==> src/otf_regs.svh <==
// Purpose: Offsets, field positions, reset values and timing counts
// Assumes: Avalon-MM byte addresses, one 32-bit word per register
// Notes:   Temperatures are unsigned sensor codes, 12 bits wide
`ifndef OTF_REGS_SVH
`define OTF_REGS_SVH

// Register byte offsets
`define OTF_REG_CTRL    5'h00
`define OTF_REG_FLT     5'h04
`define OTF_REG_WARN    5'h08
`define OTF_REG_RESP    5'h0C
`define OTF_REG_DLY     5'h10
`define OTF_REG_STAT    5'h14
`define OTF_REG_MASK    5'h18
`define OTF_REG_STATE   5'h1C

// Field positions
`define OTF_CTRL_EN     0
`define OTF_CTRL_CLR    1
`define OTF_EV_FAULT    0
`define OTF_EV_SHUT     1
`define OTF_EV_HARD     2

// Reset values
`define OTF_FLT_RST     12'h078
`define OTF_WARN_RST    12'h064
`define OTF_DLY_RST     16'h000A
`define OTF_MASK_RST    3'h0
`define OTF_CTRL_EN_RST 1'b1

// Fixed hard shutdown trip and release points
`define OTF_HARD_TRIP   12'h08C
`define OTF_HARD_REL    12'h07D

// Strap decoding
`define OTF_ADDR_BASE   7'h40
`define OTF_LVL_TRACK   4'h0

// Timing
`define OTF_CLK_MHZ     25
`define OTF_TICK_US     1000
`define OTF_SETTLE_US   10
`define OTF_SETTLE_CYC  (`OTF_SETTLE_US * `OTF_CLK_MHZ)

`endif

==> src/otf_pkg.sv <==
// Purpose: Types shared by the over-temperature block
// Assumes: Nothing beyond the register header
// Notes:   Response codes match the values software writes
package otf_pkg;

	// Selectable fault responses
	typedef enum logic [2:0] {
		OTF_RESP_IGNORE = 3'h1,
		OTF_RESP_DELAY  = 3'h2,
		OTF_RESP_LATCH  = 3'h3,
		OTF_RESP_AUTO   = 3'h4
	} otf_resp_t;

	// Output control states
	typedef enum logic [1:0] {
		OTF_RUN   = 2'b00,
		OTF_WAIT  = 2'b01,
		OTF_LATCH = 2'b10,
		OTF_AUTO  = 2'b11
	} otf_st_t;

endpackage

==> src/otf_top.sv <==
// Purpose: Over-temperature fault response with Avalon-MM registers
// Assumes: One 25 MHz clock, synchronous active-high reset
// Notes:   One wait state on every bus access
//
// What this block does
// - Evaluate every temperature sample against limit
// - Above limit declares fault, runs selected response
// - Response 1 flags fault, output keeps running
// - Response 2 waits delay, then shuts if persisting
// - Response 3 latches off until clear or re-enable
// - Response 4 off while fault, auto restart
// - Reset selects response 4
// - Fault clears only at or below warn level
// - Host rewrites limit, hysteresis and response
// - Fixed hard thermal shutdown always active
// - Open-drain regulation ok only when ready
// - Bus address taken from address straps
// - Output-level strap picks level or tracking
`timescale 1ns/100ps
`include "otf_regs.svh"

module otf_top #(
	parameter int unsigned TICK_CYC = `OTF_TICK_US * `OTF_CLK_MHZ
) (
	input  wire logic        clock,
	input  wire logic        rst,
	input  wire logic [4:0]  avs_address,
	input  wire logic        avs_read,
	input  wire logic        avs_write,
	input  wire logic [31:0] avs_writedata,
	input  wire logic [3:0]  avs_byteenable,
	output logic [31:0]      avs_readdata,
	output logic             avs_waitrequest,
	input  wire logic [11:0] temp_sample,
	input  wire logic        temp_valid,
	input  wire logic        remote_enable,
	input  wire logic [2:0]  bus_address_strap_low,
	input  wire logic [2:0]  bus_address_strap_high,
	input  wire logic [3:0]  output_level_strap,
	output logic             output_on,
	output logic             regulation_ok_output_o,
	output logic             regulation_ok_output_oe,
	output logic [6:0]       bus_address,
	output logic             tracking_mode,
	output logic [3:0]       vout_level,
	output logic             irq
);

	typedef struct packed {
		otf_pkg::otf_st_t   st;
		otf_pkg::otf_resp_t resp;
		logic        fault;
		logic        hard;
		logic        out_on;
		logic [15:0] dly_cnt;
		logic [15:0] dly_lim;
		logic [14:0] tick_cnt;
		logic        en_prev;
		logic [7:0]  settle;
		logic        rok_o;
		logic        rok_oe;
		logic        wreq;
		logic [31:0] rdata;
		logic [11:0] flt_lim;
		logic [11:0] warn_lim;
		logic        ctrl_en;
		logic [2:0]  status;
		logic [2:0]  mask;
		logic        irq;
		logic        strap_done;
		logic [6:0]  addr;
		logic        trk;
		logic [3:0]  vlev;
	} otf_state_t;

	otf_state_t st_ff;
	otf_state_t nxt_st;

	// Byte-lane merge of a write into a stored word
	function automatic logic [31:0] be_merge(
		input logic [31:0] old,
		input logic [31:0] wd,
		input logic [3:0]  be
	);
		logic [31:0] res;
		res = old;
		for (int i = 0; i < 4; i++) begin
			if (be[i]) begin
				res[i*8 +: 8] = wd[i*8 +: 8];
			end
		end
		return res;
	endfunction

	logic        req;
	logic        done;
	logic        wr_done;
	logic        clr_pulse;
	logic        en;
	logic        en_fall;
	logic        tick;
	logic [31:0] rd_mux;
	logic [31:0] wm;
	logic [31:0] mg;
	logic [2:0]  ev;

	// Bus handshake: one wait cycle, completion when waitrequest low
	assign req     = avs_read | avs_write;
	assign done    = req & ~st_ff.wreq;
	assign wr_done = done & avs_write;
	// Combined enable; a falling edge also releases a latched shutdown
	assign en      = st_ff.ctrl_en & remote_enable;
	assign en_fall = st_ff.en_prev & ~en;
	assign tick    = (st_ff.tick_cnt == 15'(TICK_CYC - 1));

	// Read mux, registered while waitrequest is still high
	always_comb begin
		case (avs_address)
			`OTF_REG_CTRL:  rd_mux = {31'h0, st_ff.ctrl_en};
			`OTF_REG_FLT:   rd_mux = {20'h0, st_ff.flt_lim};
			`OTF_REG_WARN:  rd_mux = {20'h0, st_ff.warn_lim};
			`OTF_REG_RESP:  rd_mux = {29'h0, st_ff.resp};
			`OTF_REG_DLY:   rd_mux = {16'h0, st_ff.dly_lim};
			`OTF_REG_STAT:  rd_mux = {29'h0, st_ff.status};
			`OTF_REG_MASK:  rd_mux = {29'h0, st_ff.mask};
			`OTF_REG_STATE: rd_mux = {15'h0, st_ff.addr, st_ff.vlev, st_ff.trk,
			                          st_ff.st, st_ff.hard, st_ff.fault, st_ff.out_on};
			default:        rd_mux = 32'h0;
		endcase
	end

	assign wm        = be_merge(32'h0, avs_writedata, avs_byteenable);
	assign mg        = be_merge(rd_mux, avs_writedata, avs_byteenable); // Old word from the read mux
	assign clr_pulse = wr_done & (avs_address == `OTF_REG_CTRL)
	                 & avs_byteenable[0] & avs_writedata[`OTF_CTRL_CLR];

	// Next-state logic for the whole block
	always_comb begin
		nxt_st = st_ff;
		ev     = 3'h0;

		// Bus slave
		nxt_st.wreq = ~(req & st_ff.wreq);
		if (req & st_ff.wreq) begin
			nxt_st.rdata = rd_mux;
		end
		if (wr_done) begin
			case (avs_address)
				`OTF_REG_CTRL: begin
					if (avs_byteenable[0]) begin
						nxt_st.ctrl_en = avs_writedata[`OTF_CTRL_EN];
					end
				end
				`OTF_REG_FLT:  nxt_st.flt_lim = mg[11:0];
				`OTF_REG_WARN: nxt_st.warn_lim = mg[11:0];
				`OTF_REG_RESP: begin
					// Out-of-range codes are ignored to keep a valid response
					if (avs_byteenable[0] && wm[2:0] >= 3'h1 && wm[2:0] <= 3'h4) begin
						nxt_st.resp = otf_pkg::otf_resp_t'(wm[2:0]);
					end
				end
				`OTF_REG_DLY:  nxt_st.dly_lim = mg[15:0];
				`OTF_REG_MASK: begin
					if (avs_byteenable[0]) begin
						nxt_st.mask = wm[2:0];
					end
				end
				default: ;
			endcase
		end

		// Millisecond tick for the delayed response
		nxt_st.tick_cnt = tick ? 15'h0000 : st_ff.tick_cnt + 15'h0001;
		nxt_st.en_prev  = en;

		// Sample evaluation with hysteresis
		if (temp_valid) begin
			if (temp_sample > st_ff.flt_lim) begin
				nxt_st.fault = 1'b1;
			end else if (temp_sample <= st_ff.warn_lim) begin
				nxt_st.fault = 1'b0;
			end
			if (temp_sample > `OTF_HARD_TRIP) begin
				nxt_st.hard = 1'b1;
			end else if (temp_sample <= `OTF_HARD_REL) begin
				nxt_st.hard = 1'b0;
			end
		end

		// Response state machine
		case (st_ff.st)
			otf_pkg::OTF_RUN: begin
				if (st_ff.fault) begin
					case (st_ff.resp)
						otf_pkg::OTF_RESP_DELAY: begin
							nxt_st.st      = otf_pkg::OTF_WAIT;
							nxt_st.dly_cnt = 16'h0000;
						end
						otf_pkg::OTF_RESP_LATCH: nxt_st.st = otf_pkg::OTF_LATCH;
						otf_pkg::OTF_RESP_AUTO:  nxt_st.st = otf_pkg::OTF_AUTO;
						default: ;
					endcase
				end
			end
			otf_pkg::OTF_WAIT: begin
				// Shut only if the fault outlives the delay
				if (!st_ff.fault) begin
					nxt_st.st = otf_pkg::OTF_RUN;
				end else if (st_ff.dly_cnt >= st_ff.dly_lim) begin
					nxt_st.st = otf_pkg::OTF_LATCH;
				end else if (tick) begin
					nxt_st.dly_cnt = st_ff.dly_cnt + 16'h0001;
				end
			end
			otf_pkg::OTF_LATCH: begin
				if (clr_pulse || en_fall) begin
					nxt_st.st = otf_pkg::OTF_RUN;
				end
			end
			otf_pkg::OTF_AUTO: begin
				if (!st_ff.fault) begin
					nxt_st.st = otf_pkg::OTF_RUN;
				end
			end
			default: nxt_st.st = otf_pkg::OTF_RUN;
		endcase

		// Output drive follows the next state so status and pin agree
		nxt_st.out_on = en & ~nxt_st.hard & ((nxt_st.st == otf_pkg::OTF_RUN)
		              | (nxt_st.st == otf_pkg::OTF_WAIT));

		// Ready after a short settle; open drain pulls low otherwise
		if (!nxt_st.out_on) begin
			nxt_st.settle = 8'h00;
		end else if (st_ff.settle != 8'(`OTF_SETTLE_CYC)) begin
			nxt_st.settle = st_ff.settle + 8'h01;
		end
		nxt_st.rok_o  = 1'b0;
		nxt_st.rok_oe = ~(nxt_st.out_on & (nxt_st.settle == 8'(`OTF_SETTLE_CYC)));

		// Sticky events; set wins over the read clear
		ev[`OTF_EV_FAULT] = nxt_st.fault & ~st_ff.fault;
		ev[`OTF_EV_SHUT]  = st_ff.out_on & ~nxt_st.out_on;
		ev[`OTF_EV_HARD]  = nxt_st.hard & ~st_ff.hard;
		if (done && avs_read && avs_address == `OTF_REG_STAT) begin
			nxt_st.status = ev;
		end else begin
			nxt_st.status = st_ff.status | ev;
		end
		nxt_st.irq = |(nxt_st.status & nxt_st.mask);

		// Straps caught once, in the first cycle after reset release
		if (!st_ff.strap_done) begin
			nxt_st.strap_done = 1'b1;
			nxt_st.addr = `OTF_ADDR_BASE | {1'b0, bus_address_strap_high,
			                               bus_address_strap_low};
			nxt_st.trk  = (output_level_strap == `OTF_LVL_TRACK);
			nxt_st.vlev = output_level_strap;
		end
	end

	// State register
	always_ff @(posedge clock) begin
		if (rst) begin
			st_ff <= '{
				st:         otf_pkg::OTF_RUN,
				resp:       otf_pkg::OTF_RESP_AUTO,
				fault:      1'b0,
				hard:       1'b0,
				out_on:     1'b0,
				dly_cnt:    16'h0000,
				dly_lim:    `OTF_DLY_RST,
				tick_cnt:   15'h0000,
				en_prev:    1'b0,
				settle:     8'h00,
				rok_o:      1'b0,
				rok_oe:     1'b1,
				wreq:       1'b1,
				rdata:      32'h0,
				flt_lim:    `OTF_FLT_RST,
				warn_lim:   `OTF_WARN_RST,
				ctrl_en:    `OTF_CTRL_EN_RST,
				status:     3'h0,
				mask:       `OTF_MASK_RST,
				irq:        1'b0,
				strap_done: 1'b0,
				addr:       7'h00,
				trk:        1'b0,
				vlev:       4'h0
			};
		end else begin
			st_ff <= nxt_st;
		end
	end

	assign avs_readdata            = st_ff.rdata;
	assign avs_waitrequest         = st_ff.wreq;
	assign output_on               = st_ff.out_on;
	assign regulation_ok_output_o  = st_ff.rok_o;
	assign regulation_ok_output_oe = st_ff.rok_oe;
	assign bus_address             = st_ff.addr;
	assign tracking_mode           = st_ff.trk;
	assign vout_level              = st_ff.vlev;
	assign irq                     = st_ff.irq;
endmodule

==> config.mk <==
export PLATFORM = sky130hd
export DESIGN_NAME = otf_top
export DESIGN_NICKNAME = d
export VERILOG_FILES = /design/src/otf_pkg.sv /design/src/otf_top.sv
export VERILOG_INCLUDE_DIRS = /design/src
export SDC_FILE = /design/constraint.sdc
export NUM_CORES = 1
export LEC_CHECK = 0
export BUFFER_PORTS_ARGS = -buffer_cell sky130_fd_sc_hd__buf_2
export CORE_MARGIN = 2
export CORE_UTILIZATION = 50
export DETAILED_ROUTE_END_ITERATION = 10
export MAX_ROUTING_LAYER = met4
export PLACE_DENSITY = 0.84
export SLEW_MARGIN = 20
export SYNTH_ARGS = -nofsm -noshare
export SYNTH_HDL_FRONTEND = slang
export SYNTH_SLANG_ARGS = --single-unit
==> constraint.sdc <==
create_clock -name clock -period 3.7 [get_ports clock]
set_input_delay 0.74 -clock clock [delete_from_list [all_inputs] [get_ports clock]]
set_output_delay 0.74 -clock clock [all_outputs]
set_load 0.01 [all_outputs]
* Word level (Yosys, flattened, before mapping)
Index checks and enable logic that the tools add are counted.
** Word-level totals
- Register bits :: 144
- Bits of input ports :: 69
- Output and inout port bits :: 49
- Logic and storage cells :: 128
** Operators by class
- $add $sub $neg :: 3
- Order comparisons :: 7
- Equality and inequality tests :: 22
- Mux-type cells :: 28
- Bitwise operators :: 26
- Reduce and logical (&&, ||, !) cells :: 18
** Operators with widths (number)
- $pmux 17 s8 :: 1
- $mux 16 :: 5
- $mux 8 :: 4
- $pmux 16 s2 :: 1
- $eq 5x5->1 const B :: 4
- $add 16x1->16 const B :: 1
- $ge 16x16->1 :: 1
- $add 15x1->15 const B :: 1
- $eq 15x15->1 const B :: 1
- $mux 3 :: 5
- $and 1x1->1 :: 14
- $gt 12x12->1 :: 1
- $gt 12x8->1 const B :: 1
- $le 12x12->1 :: 1
- $le 12x7->1 const B :: 1
- $mux 2 :: 6
- $eq 5x4->1 const B :: 2
- $add 8x1->8 const B :: 1
- $eq 8x8->1 const B :: 1
- $ne 2x2->1 const B :: 4
- $ne 8x8->1 const B :: 1
- $not 1->1 :: 8
- $pmux 2 s4 :: 1
- $eq 3x2->1 const B :: 2
- other kinds (23) :: 36

* Logic depth before layout (Yosys ltp)
Gate-level depths: netlist of run 1.
- Depth after elaboration :: 18
- Depth in mapped cells :: 9
- Depth with buffers taken out :: 8

* Worst setup path after synthesis of run 1
Ideal clock, no wire load.
- Path type :: input port to flip-flop
- From :: in avs_address[3]
- To :: reg st_ff, in the netlist irq
- Setup time :: 0.122 ns
- Arrival :: 2.577 ns
- Required time :: 3.578 ns
- Slack :: 1.002 ns
- Stages on the path :: 6
- Buffers on the path :: 1
- Cell sequence :: clkbuf_1 > or4b_2 > or3_1 > a21oi_1 > a31oi_1 > a221o_1
** Between the ends
- Cells in the longest elaborated chain, start to end :: 16
- Elaborated cells between the ends (all ways) :: 22
- Those cells by class :: 3 x eq/ne; 5 x mux; 9 x bitwise; 5 x reduce/logical
** Ends and longest elaborated chain
- start: declaration :: RTL line otf_top.sv:27 : input wire logic [4:0] avs_address,
- $logic_not 5->1
- $and 1x1->1 (3 in a row) :: RTL line otf_top.sv:134 : assign clr_pulse = wr_done & (avs_address == `OTF_REG_CTRL)
- $logic_or 1x1->1 :: RTL line otf_top.sv:216 : if (clr_pulse || en_fall) begin
- $mux 2 :: RTL line otf_top.sv:216
- $pmux 2 s4 :: RTL line otf_top.sv:191 : case (st_ff.st)
- $eq 2x1->1 / $logic_not 2->1 (equally long branches) :: RTL line otf_top.sv:230, otf_top.sv:229
- $or 1x1->1 :: RTL line otf_top.sv:230 : | (nxt_st.st == otf_pkg::OTF_WAIT));
- $and 1x1->1 :: RTL line otf_top.sv:229 : nxt_st.out_on = en & ~nxt_st.hard & ((nxt_st.st == otf_pkg::OTF_RUN)
- $not 1->1 :: RTL line otf_top.sv:243 : ev[`OTF_EV_SHUT] = st_ff.out_on & ~nxt_st.out_on;
- $and 1x1->1 :: RTL line otf_top.sv:243
- $or 3x3->3 :: RTL line otf_top.sv:248 : nxt_st.status = st_ff.status | ev;
- $mux 3 :: RTL line otf_top.sv:245 : if (done && avs_read && avs_address == `OTF_REG_STAT) begin
- $and 3x3->3 * :: RTL line otf_top.sv:250 : nxt_st.irq = |(nxt_st.status & nxt_st.mask);
- $reduce_or 3->1 * :: RTL line otf_top.sv:250
- end signal: assignment :: RTL line otf_top.sv:265 : st_ff <= '{
- end signal: assignment :: RTL line otf_top.sv:292 : st_ff <= nxt_st;
- end: declaration :: RTL line otf_top.sv:76 : otf_state_t st_ff;
Mark *: on every way between the ends. The rest lies on a longest branch, timed or not.
A chain may end at the register's enable or synchronous reset.

* Worst setup path after layout of run 1
- From :: reg st_ff[120] (netlist name)
- To :: reg st_ff[135] (netlist name)
** Between the ends
- Cells in the longest elaborated chain, start to end :: 5
- Elaborated cells between the ends (all ways) :: 8
- Those cells by class :: 1 x add/sub; 1 x order compare; 1 x eq/ne; 4 x mux; 1 x reduce/logical
** Ends and longest elaborated chain
- $add 16x1->16 :: RTL line otf_top.sv:212 : nxt_st.dly_cnt = st_ff.dly_cnt + 16'h0001;
- $mux 16 :: RTL line otf_top.sv:211 : end else if (tick) begin
- $mux 16 :: RTL line otf_top.sv:209 : end else if (st_ff.dly_cnt >= st_ff.dly_lim) begin
- $mux 16 :: RTL line otf_top.sv:207 : if (!st_ff.fault) begin
- $pmux 16 s2 :: RTL line otf_top.sv:191
Parallel ways exist; a longest one is shown, timed or not. The select of a mux whose other input is x is not followed.

==> reports/metrics.csv, run 1 <==
stage,metric,value,unit
outcome,status,"complete, no violations",
critical_path,worst r2r dst,st_ff[135],
route,DRT iter0 DRCs,641,
yosys,Synth area leaders,"dfxtp_1 37%, ha_1 7.9%, nand2_1 4.8%",
critical_path,worst setup path startpoint,st_ff[120],
clock_network,CTS tree,built,
critical_path,Register-to-Register Path Depth,8,
yosys,post-synth design cell area,6990,um2
layout,share of cells above drive strength 1,0.147,
route,Vias,6322,
global_routing,grt total ovfl,0,
critical_path,crit path DAT,3.27,ns
pwr,Switching Power,0.786,mW
global_routing,Total GRT Usage,0.243,
yosys,most numerous cell in the Yosys netlist,dfxtp_1,
clock_network,CTS sink count,128,
hold_path,worst hold path depth,1,
yosys,number of synthesized flops with an enable pin,0,
pwr,Pleak,3.18,nW
clock_network,clock-pin slew of the registers on the worst-case setup and hold paths,0.05,ns
clock_network,root buffer cell,clkbuf_16,
yosys,yosys warns,0,
critical_path,kind of critical path,reg -> reg,
layout,Area growth syn-to-layout,12.5,%
critical_path,WP data required,4.04,ns
floorplanning,Core ar.,13800,um2
floorplanning,die area,14900,um2
timing,Max Clk Rate,0.341,GHz
clock_network,post-cts hold buffer count,0,
floorplanning,Starting Density,0.507,
layout,Finished Cell Area,7860,um2
timing,Slew headroom,0.459,
yosys,Commonest cells post-synth,"128 x dfxtp_1, 90 x nand2_1, 73 x nor2_1, 63 x a21oi_1, 51 x inv_1",
floorplanning,Die H,122,um
global_routing,largest net degree at the start of global routing,67,
critical_path,"critical path fanouts, max",13,
route,DRC errors left,0,
flow_run,max_cap viols,0,
pwr,sequential power share,0.424,
critical_path,Setup crit end kind,flip-flop,
place,DPL Wire Length,12.5,mm
place,placed cell area,7250,um2
timing,final number of setup-violating endpoints,0,
clock_network,H-tree levels,4,
timing,fin crit share,0.792,
global_routing,vias in the first global route,5806,
yosys,ys async rst share,0,
global_routing,initial antenna violation count,0,
pwr,Logic pwr share,0.082,
yosys,Synth Instances,858,
yosys,"flops & latches, synth",128,
route,WL per Instance,16.1,um
critical_path,Critical-path top delay cell,or4_4,
hold_path,hold wc startpoint,st_ff[89],
route,Routed Antenna Nets,0,
pwr,maximum vdd ir drop,0.326,mV
yosys,Yosys top cell area share,0.367,
critical_path,reg2reg start,st_ff[120],
pwr,pwr dens,436,nW/um2
timing,"Hold Vio Cnt, Final",0,
yosys,Yosys top cell by area,dfxtp_1,
timing,Tmin final,2.93,ns
yosys,sequential element share of the synthesized area,0.367,
timing,RSZ-0062 raised after global routing,no,
yosys,Synth Flop Type,dfxtp_1,
critical_path,crit-path cells,inv_1 -> ha_1 -> nand2b_1 -> a2111oi_0 -> o32ai_1 -> or4_4 -> or4_1 -> a21oi_1,
layout,n_diodes,0,
layout,final net count,1009,
clock_network,"Clk Latency, worst-skew pair",0.42,ns
timing,Clock Skews,0.00605,ns
timing,"Slew Viols, Final",0,
route,final WL,17.6,mm
floorplanning,I/O pin cnt,118,
floorplanning,chip width,122,um
yosys,"Distinct cells, synth",63,
pwr,Clk pwr share,0.494,
clock_network,post-CTS sizing,0,
route,vias per cell,5.81,
hold_path,Hold Crit Class,reg -> reg,
yosys,Syn Area/Cell,8.14,um2
place,final RePlAce weighted congestion,0.920,
hold_path,hold endpoint,st_ff[89],
critical_path,Worst setup SP type,flip-flop,
pwr,total power,3.42,mW
clock_network,TritonCTS Buffers,17,
floorplanning,Rows,43,
place,Port Buffer Count,83,
pwr,sw frac,0.230,
critical_path,crit-path max cell delay,0.67,ns
timing,Worst Tran Pin Value,0.804,ns
clock_network,Clock Tree Buf Depth,2,
route,drt pass-1 iters,8,
timing,setup_tns,0,ns
critical_path,Reg2Reg Setup Slack,0.77,ns
global_routing,first-pass GRT wire length,27.8,mm
pwr,P_int,2.64,mW
clock_network,Post-CTS Setup Repair Bufs,0,
[metrics by stage]
step	cells	setup WS [ns]	hold slack, ns	util
floorplan	873	1.00	0.418	-
global placement	1057	0.827	0.427	0.527
detailed placement	1057	0.836	0.446	0.527
CTS	1089	0.774	0.458	0.571
global route	1089	0.555	0.491	0.571
finish	1089	0.771	0.451	0.571
[power groups by stage]
stage | logic, mW | clock network, mW | registers, mW
6_report | 0.281 | 1.69 | 1.45
3_3_place_gp | 0.268 | 0 | 1.48
4_1_cts | 0.278 | 1.70 | 1.45
5_1_grt | 0.312 | 1.77 | 1.45
3_5_place_dp | 0.276 | 0 | 1.48
2_1_floorplan | 0.220 | 0 | 1.46
[layout make-up]
class / count / area, um2
clock buffers: 28 / 537
clock inverters: 4 / 70.1
fillers: 1264 / 5910
inverters: 51 / 191
multi-input cells: 606 / 3790
flip-flops and latches: 128 / 2560
well taps: 180 / 225
repair buffers: 92 / 483
[logic make-up (layout without fill, tap and decap cells)]
kind of cell               Yosys count  after routing  synth area share
and+or+nand+nor                    307            307             0.217
AOI/OAI and AO/OA                  190            190             0.171
buffers and inverters              139            175            0.0996
DFF                                128            128             0.367
adders and majority gates           44             44            0.0788
muxes                               26             26            0.0374
xor gates and xnor gates            23             23            0.0288
other                                1             16          0.000537
[worst max-delay path, delay by kind of cell (launching register included)]
kind | cells | cell delay, ns
simple gates | 3 | 1.30
compound gates | 3 | 0.86
flops | 1 | 0.35
fa+ha+maj | 1 | 0.26
buf+inv | 1 | 0.08
[worst max-delay path by stage]
stage                             to  slack, ns  depth (start not counted)
after floorplan                  irq       1.00                          6
after global placement           irq       0.83                          6
after detailed placement         irq       0.84                          6
after CTS                 st_ff[135]       0.77                          8
after global routing      st_ff[135]       0.56                          8
final                     st_ff[135]       0.77                          8
[registers in the layout, summed over array words and instances (netlist names)]
signal / count
avs_readdata: 17
avs_waitrequest: 1
bus_address: 7
irq: 1
output_on: 1
regulation_ok_output_oe: 1
st_ff: 95
tracking_mode: 1
vout_level: 4
[per-layer routing]
layer | routed length (um) | part of all wire | vias up | global-route usage
met5 | 0 | 0 | - | -
met4 | 288 | 0.016 | 0 | 0.0876
met3 | 1450 | 0.083 | 37 | 0.0562
met2 | 8550 | 0.49 | 269 | 0.399
met1 | 7270 | 0.41 | 2949 | 0.292
li1 | - | - | 3067 | -
[cell usage in the layout (no fill, tap or decap), types with 3 or more instances in the layout]
cell type and count:
a211oi_1 7, a21o_1 3, a21oi_1 63, a222oi_1 9, a22oi_1 5, a311oi_1 10
a31oi_1 3, and2_1 10, and3_1 7, buf_2 83, buf_4 9, clkbuf_1 4
clkbuf_16 17, clkbuf_8 7, conb_1 16, dfxtp_1 128, ha_1 44, inv_1 51
mux2i_1 25, nand2_1 90, nand2b_1 10, nand3_1 43, nand3b_1 3, nand4_1 14
nor2_1 73, nor2b_1 3, nor3_1 12, nor3b_1 5, nor4_1 4, o211ai_1 7
o21a_1 5, o21ai_0 49, o22ai_1 6, o31ai_1 6, or3_1 12, or4_1 4
xnor2_1 10, xor2_1 13
(Power assumes the default switching activity.)
==> run 2, diff against run 1 <==
ABC_AREA = 1   (was default)
PLACE_DENSITY = 0.87   (was 0.84)
clock period = 2.6 ns   (was 3.7 ns; I/O delays follow)
==> run 2 against run 1 <==
Net effect: die area increased by 4.5%; sequential share of layout area decreased by 1.6 points; global-route usage increased by 0.12 points; setup slack got worse by 0.40 ns; cell count increased by 15%.
==> reports/metrics.csv, run 2 <==
stage,metric,value,unit,change
route,final WL,18.0,mm,was 17.6 mm
yosys,Yosys top cell area share,0.350,,was 0.367
timing,Max Clk Rate,0.449,GHz,was 0.341 GHz
hold_path,hold wc startpoint,output_level_strap[0],,was st_ff[89]
yosys,Synth area leaders,"dfxtp_1 35%, nand2_1 8.2%, ha_1 7.5%",,"was dfxtp_1 37%, ha_1 7.9%, nand2_1 4.8%"
timing,"Hold Vio Cnt, Final",0,,unchanged
place,placed cell area,7620,um2,was 7250 um2
clock_network,Post-CTS Setup Repair Bufs,0,,unchanged
floorplanning,chip width,125,um,was 122 um
critical_path,WP data required,2.95,ns,was 4.04 ns
critical_path,reg2reg start,st_ff[129],,was st_ff[120]
floorplanning,Die H,125,um,was 122 um
pwr,sw frac,0.247,,was 0.230
layout,FF/Latch Area,2560,um2,unchanged
timing,final number of setup-violating endpoints,0,,unchanged
timing,RSZ-0062 raised after global routing,no,,unchanged
global_routing,grt total ovfl,0,,unchanged
clock_network,H-tree levels,4,,unchanged
clock_network,root buffer cell,clkbuf_16,,unchanged
critical_path,worst setup path startpoint,st_ff[129],,was st_ff[120]
flow_run,max_cap viols,0,,unchanged
floorplanning,Starting Density,0.507,,about the same
layout,Finished Cell Area,8250,um2,was 7860 um2
route,Routed Antenna Nets,0,,unchanged
critical_path,CP dominant cell by count,nand2_1,,
pwr,pwr dens,608,nW/um2,was 436 nW/um2
global_routing,vias in the first global route,6723,,was 5806
floorplanning,die area,15600,um2,was 14900 um2
layout,"Most flops, register",st_ff,,unchanged
layout,"most common cell after layout, fill and taps aside",nand2_1,,was dfxtp_1
yosys,Commonest cells post-synth,"159 x nand2_1, 132 x inv_1, 128 x dfxtp_1, 98 x a21oi_1, 98 x nor2_1",,"was 128 x dfxtp_1, 90 x nand2_1, 73 x nor2_1, 63 x a21oi_1, 51 x inv_1"
layout,most frequent cells in the layout,"159 x nand2_1, 132 x inv_1, 128 x dfxtp_1",,"was 128 x dfxtp_1, 90 x nand2_1, 83 x buf_2"
pwr,sequential power share,0.409,,was 0.424
global_routing,first-pass GRT wire length,30.7,mm,was 27.8 mm
critical_path,kind of critical path,reg -> reg,,unchanged
hold_path,Hold Crit Class,in -> reg,,was reg -> reg
yosys,ys async rst share,0,,unchanged
timing,Final WS setup,0.374,ns,was 0.771 ns
layout,FILL cells,1241,,was 1264
outcome,status,"complete, no violations",,unchanged
floorplanning,Core ar.,14400,um2,was 13800 um2
clock_network,post-cts hold buffer count,0,,unchanged
route,DRC errors left,0,,unchanged
timing,Clock Skews,0.00735,ns,was 0.00605 ns
clock_network,"Clk Latency, worst-skew pair",0.44,ns,was 0.42 ns
global_routing,largest net degree at the start of global routing,62,,was 67
yosys,sequential element share of the synthesized area,0.350,,was 0.367
pwr,Switching Power,1.24,mW,was 0.786 mW
clock_network,Clock Tree Buf Depth,2,,unchanged
pwr,Pleak,3.66,nW,was 3.18 nW
clock_network,clock-pin slew of the registers on the worst-case setup and hold paths,0.06,ns,was 0.05 ns
route,drt pass-1 iters,6,,was 8
yosys,post-synth design cell area,7310,um2,was 6990 um2
pwr,Clk pwr share,0.508,,was 0.494
timing,"Slew Viols, Final",0,,unchanged
global_routing,Total GRT Usage,0.244,,was 0.243
route,DRT iter0 DRCs,537,,was 641
timing,Tmin final,2.23,ns,was 2.93 ns
floorplanning,Rows,44,,was 43
yosys,yosys warns,0,,unchanged
yosys,Yosys top cell by area,dfxtp_1,,unchanged
critical_path,Critical-path top delay cell,dfxtp_1,,was or4_4
yosys,"flops & latches, synth",128,,unchanged
route,vias per cell,5.44,,was 5.81
layout,multi-input logic area,3800,um2,was 3790 um2
critical_path,"critical path fanouts, max",8,,was 13
yosys,Synth Flop Type,dfxtp_1,,unchanged
clock_network,TritonCTS Buffers,17,,unchanged
clock_network,post-CTS sizing,0,,unchanged
layout,share of cells above drive strength 1,0.165,,was 0.147
place,Port Buffer Count,83,,unchanged
route,WL per Instance,14.4,um,was 16.1 um
yosys,Synth Instances,997,,was 858
global_routing,initial antenna violation count,1,,was 0
critical_path,crit-path max cell delay,0.47,ns,was 0.67 ns
critical_path,Worst setup SP type,flip-flop,,unchanged
place,dpl ws,0.395,ns,was 0.836 ns
pwr,total power,5.02,mW,was 3.42 mW
yosys,Syn Area/Cell,7.34,um2,was 8.14 um2
clock_network,CTS sink count,128,,unchanged
layout,max FFs per register,95,,unchanged
timing,setup_tns,0,ns,unchanged
clock_network,CTS tree,built,,unchanged
yosys,most numerous cell in the Yosys netlist,nand2_1,,was dfxtp_1
yosys,"Distinct cells, synth",52,,was 63
critical_path,crit-path cells,ha_1 -> nand2_1 -> nand2_1 -> nand2_1 -> a21oi_1 -> nor2_1 -> nand3_1 -> nand2_1 -> nand4_2 -> buf_4 -> nor3_1,,was inv_1 -> ha_1 -> nand2b_1 -> a2111oi_0 -> o32ai_1 -> or4_4 -> or4_1 -> a21oi_1
pwr,maximum vdd ir drop,0.511,mV,was 0.326 mV
timing,fin crit share,0.856,,was 0.792
place,final RePlAce weighted congestion,0.949,,was 0.920
layout,final net count,1166,,was 1009
pwr,P_int,3.78,mW,was 2.64 mW
pwr,Logic pwr share,0.083,,was 0.082
place,DPL Wire Length,13.1,mm,was 12.5 mm
floorplanning,I/O pin cnt,118,,unchanged
yosys,number of synthesized flops with an enable pin,0,,unchanged
timing,Worst Tran Pin Value,0.896,ns,was 0.804 ns
layout,Area growth syn-to-layout,12.9,%,was 12.5%
critical_path,Setup crit end kind,flip-flop,,unchanged
route,Vias,6800,,was 6322
timing,Slew headroom,0.402,,was 0.459
critical_path,crit path DAT,2.58,ns,was 3.27 ns
run 2: cell count changes after synthesis, sizes merged, moves of 10 or more:
cell,delta
o21ai,+26
clkbuf,-18
or3,-13
nand2,+74
a21oi,+35
inv,+90
nor2,+33
mux2i,-21
o22ai,+10
nand2b,-10
and2,-10
a311oi,-10
run 2: logic make-up (layout without fill, tap and decap cells):
| family | after synthesis | after routing | share of synthesized area |
|---|---|---|---|
| and+or+nand+nor | 365 | 365 | 0.233 |
| AOI/OAI and AO/OA | 219 | 219 | 0.170 |
| buffers and inverters | 214 | 268 | 0.138 |
| DFF | 128 | 128 | 0.350 |
| adders and majority gates | 44 | 44 | 0.0753 |
| xor gates and xnor gates | 22 | 22 | 0.0263 |
| muxes | 4 | 4 | 0.00547 |
| other | 1 | 17 | 0.000513 |
run 2: power by group through the flow:
stage / sequential, mW / clock (mW) / combinational [mW]
3_3_place_gp: 2.09 / 0 / 0.397
5_1_grt: 2.06 / 2.65 / 0.460
2_1_floorplan: 2.08 / 0 / 0.314
4_1_cts: 2.05 / 2.56 / 0.412
3_5_place_dp: 2.09 / 0 / 0.408
6_report: 2.05 / 2.55 / 0.415
run 2: metal layers:
metal | global-route usage | up-vias | wire length [um]
met1 | 0.294 | 3126 | 7690
met5 | - | - | 0
li1 | - | 3357 | -
met3 | 0.0548 | 44 | 1450
met2 | 0.392 | 273 | 8310
met4 | 0.111 | 0 | 530
run 2: final timing paths:
check / slack (ns) / endpoint / cells past startpoint
max: 0.37 / st_ff[82] / 11
min: 0.32 / vout_level[0] / 3
max reg2reg: 0.37 / st_ff[82] / 11
min reg2reg: 0.43 / st_ff[89] / 1
run 2: layout make-up:
cell class / instances / area share
Multi-Input combinational cell: 670 / 0.460
Clock inverter: 14 / 0.0230
Inverter: 142 / 0.0649
Clock buffer: 18 / 0.0532
Sequential cell: 128 / 0.310
Antenna cell: 1 / 0.000303
Timing Repair Buffer: 94 / 0.0603
Tap cell: 184 / 0.0279
run 2: metrics by stage:
stage | utilization | hold WS [ns] | std cells
after floorplan | - | 0.413 | 1012
after global placement | 0.528 | 0.425 | 1218
after detailed placement | 0.528 | 0.429 | 1218
after CTS | 0.572 | 0.319 | 1250
final | 0.572 | 0.324 | 1251
after global routing | 0.572 | 0.327 | 1251
run 2: worst max-delay path: cells and delay by family, from the launching register on:
family	cells	cell delay, ns
flip-flops	1	0.47
AND/OR/NAND/NOR	8	1.05
AO/OA/AOI/OAI	1	0.06
adder cells (fa/ha/maj)	1	0.30
buffers and inverters	1	0.26
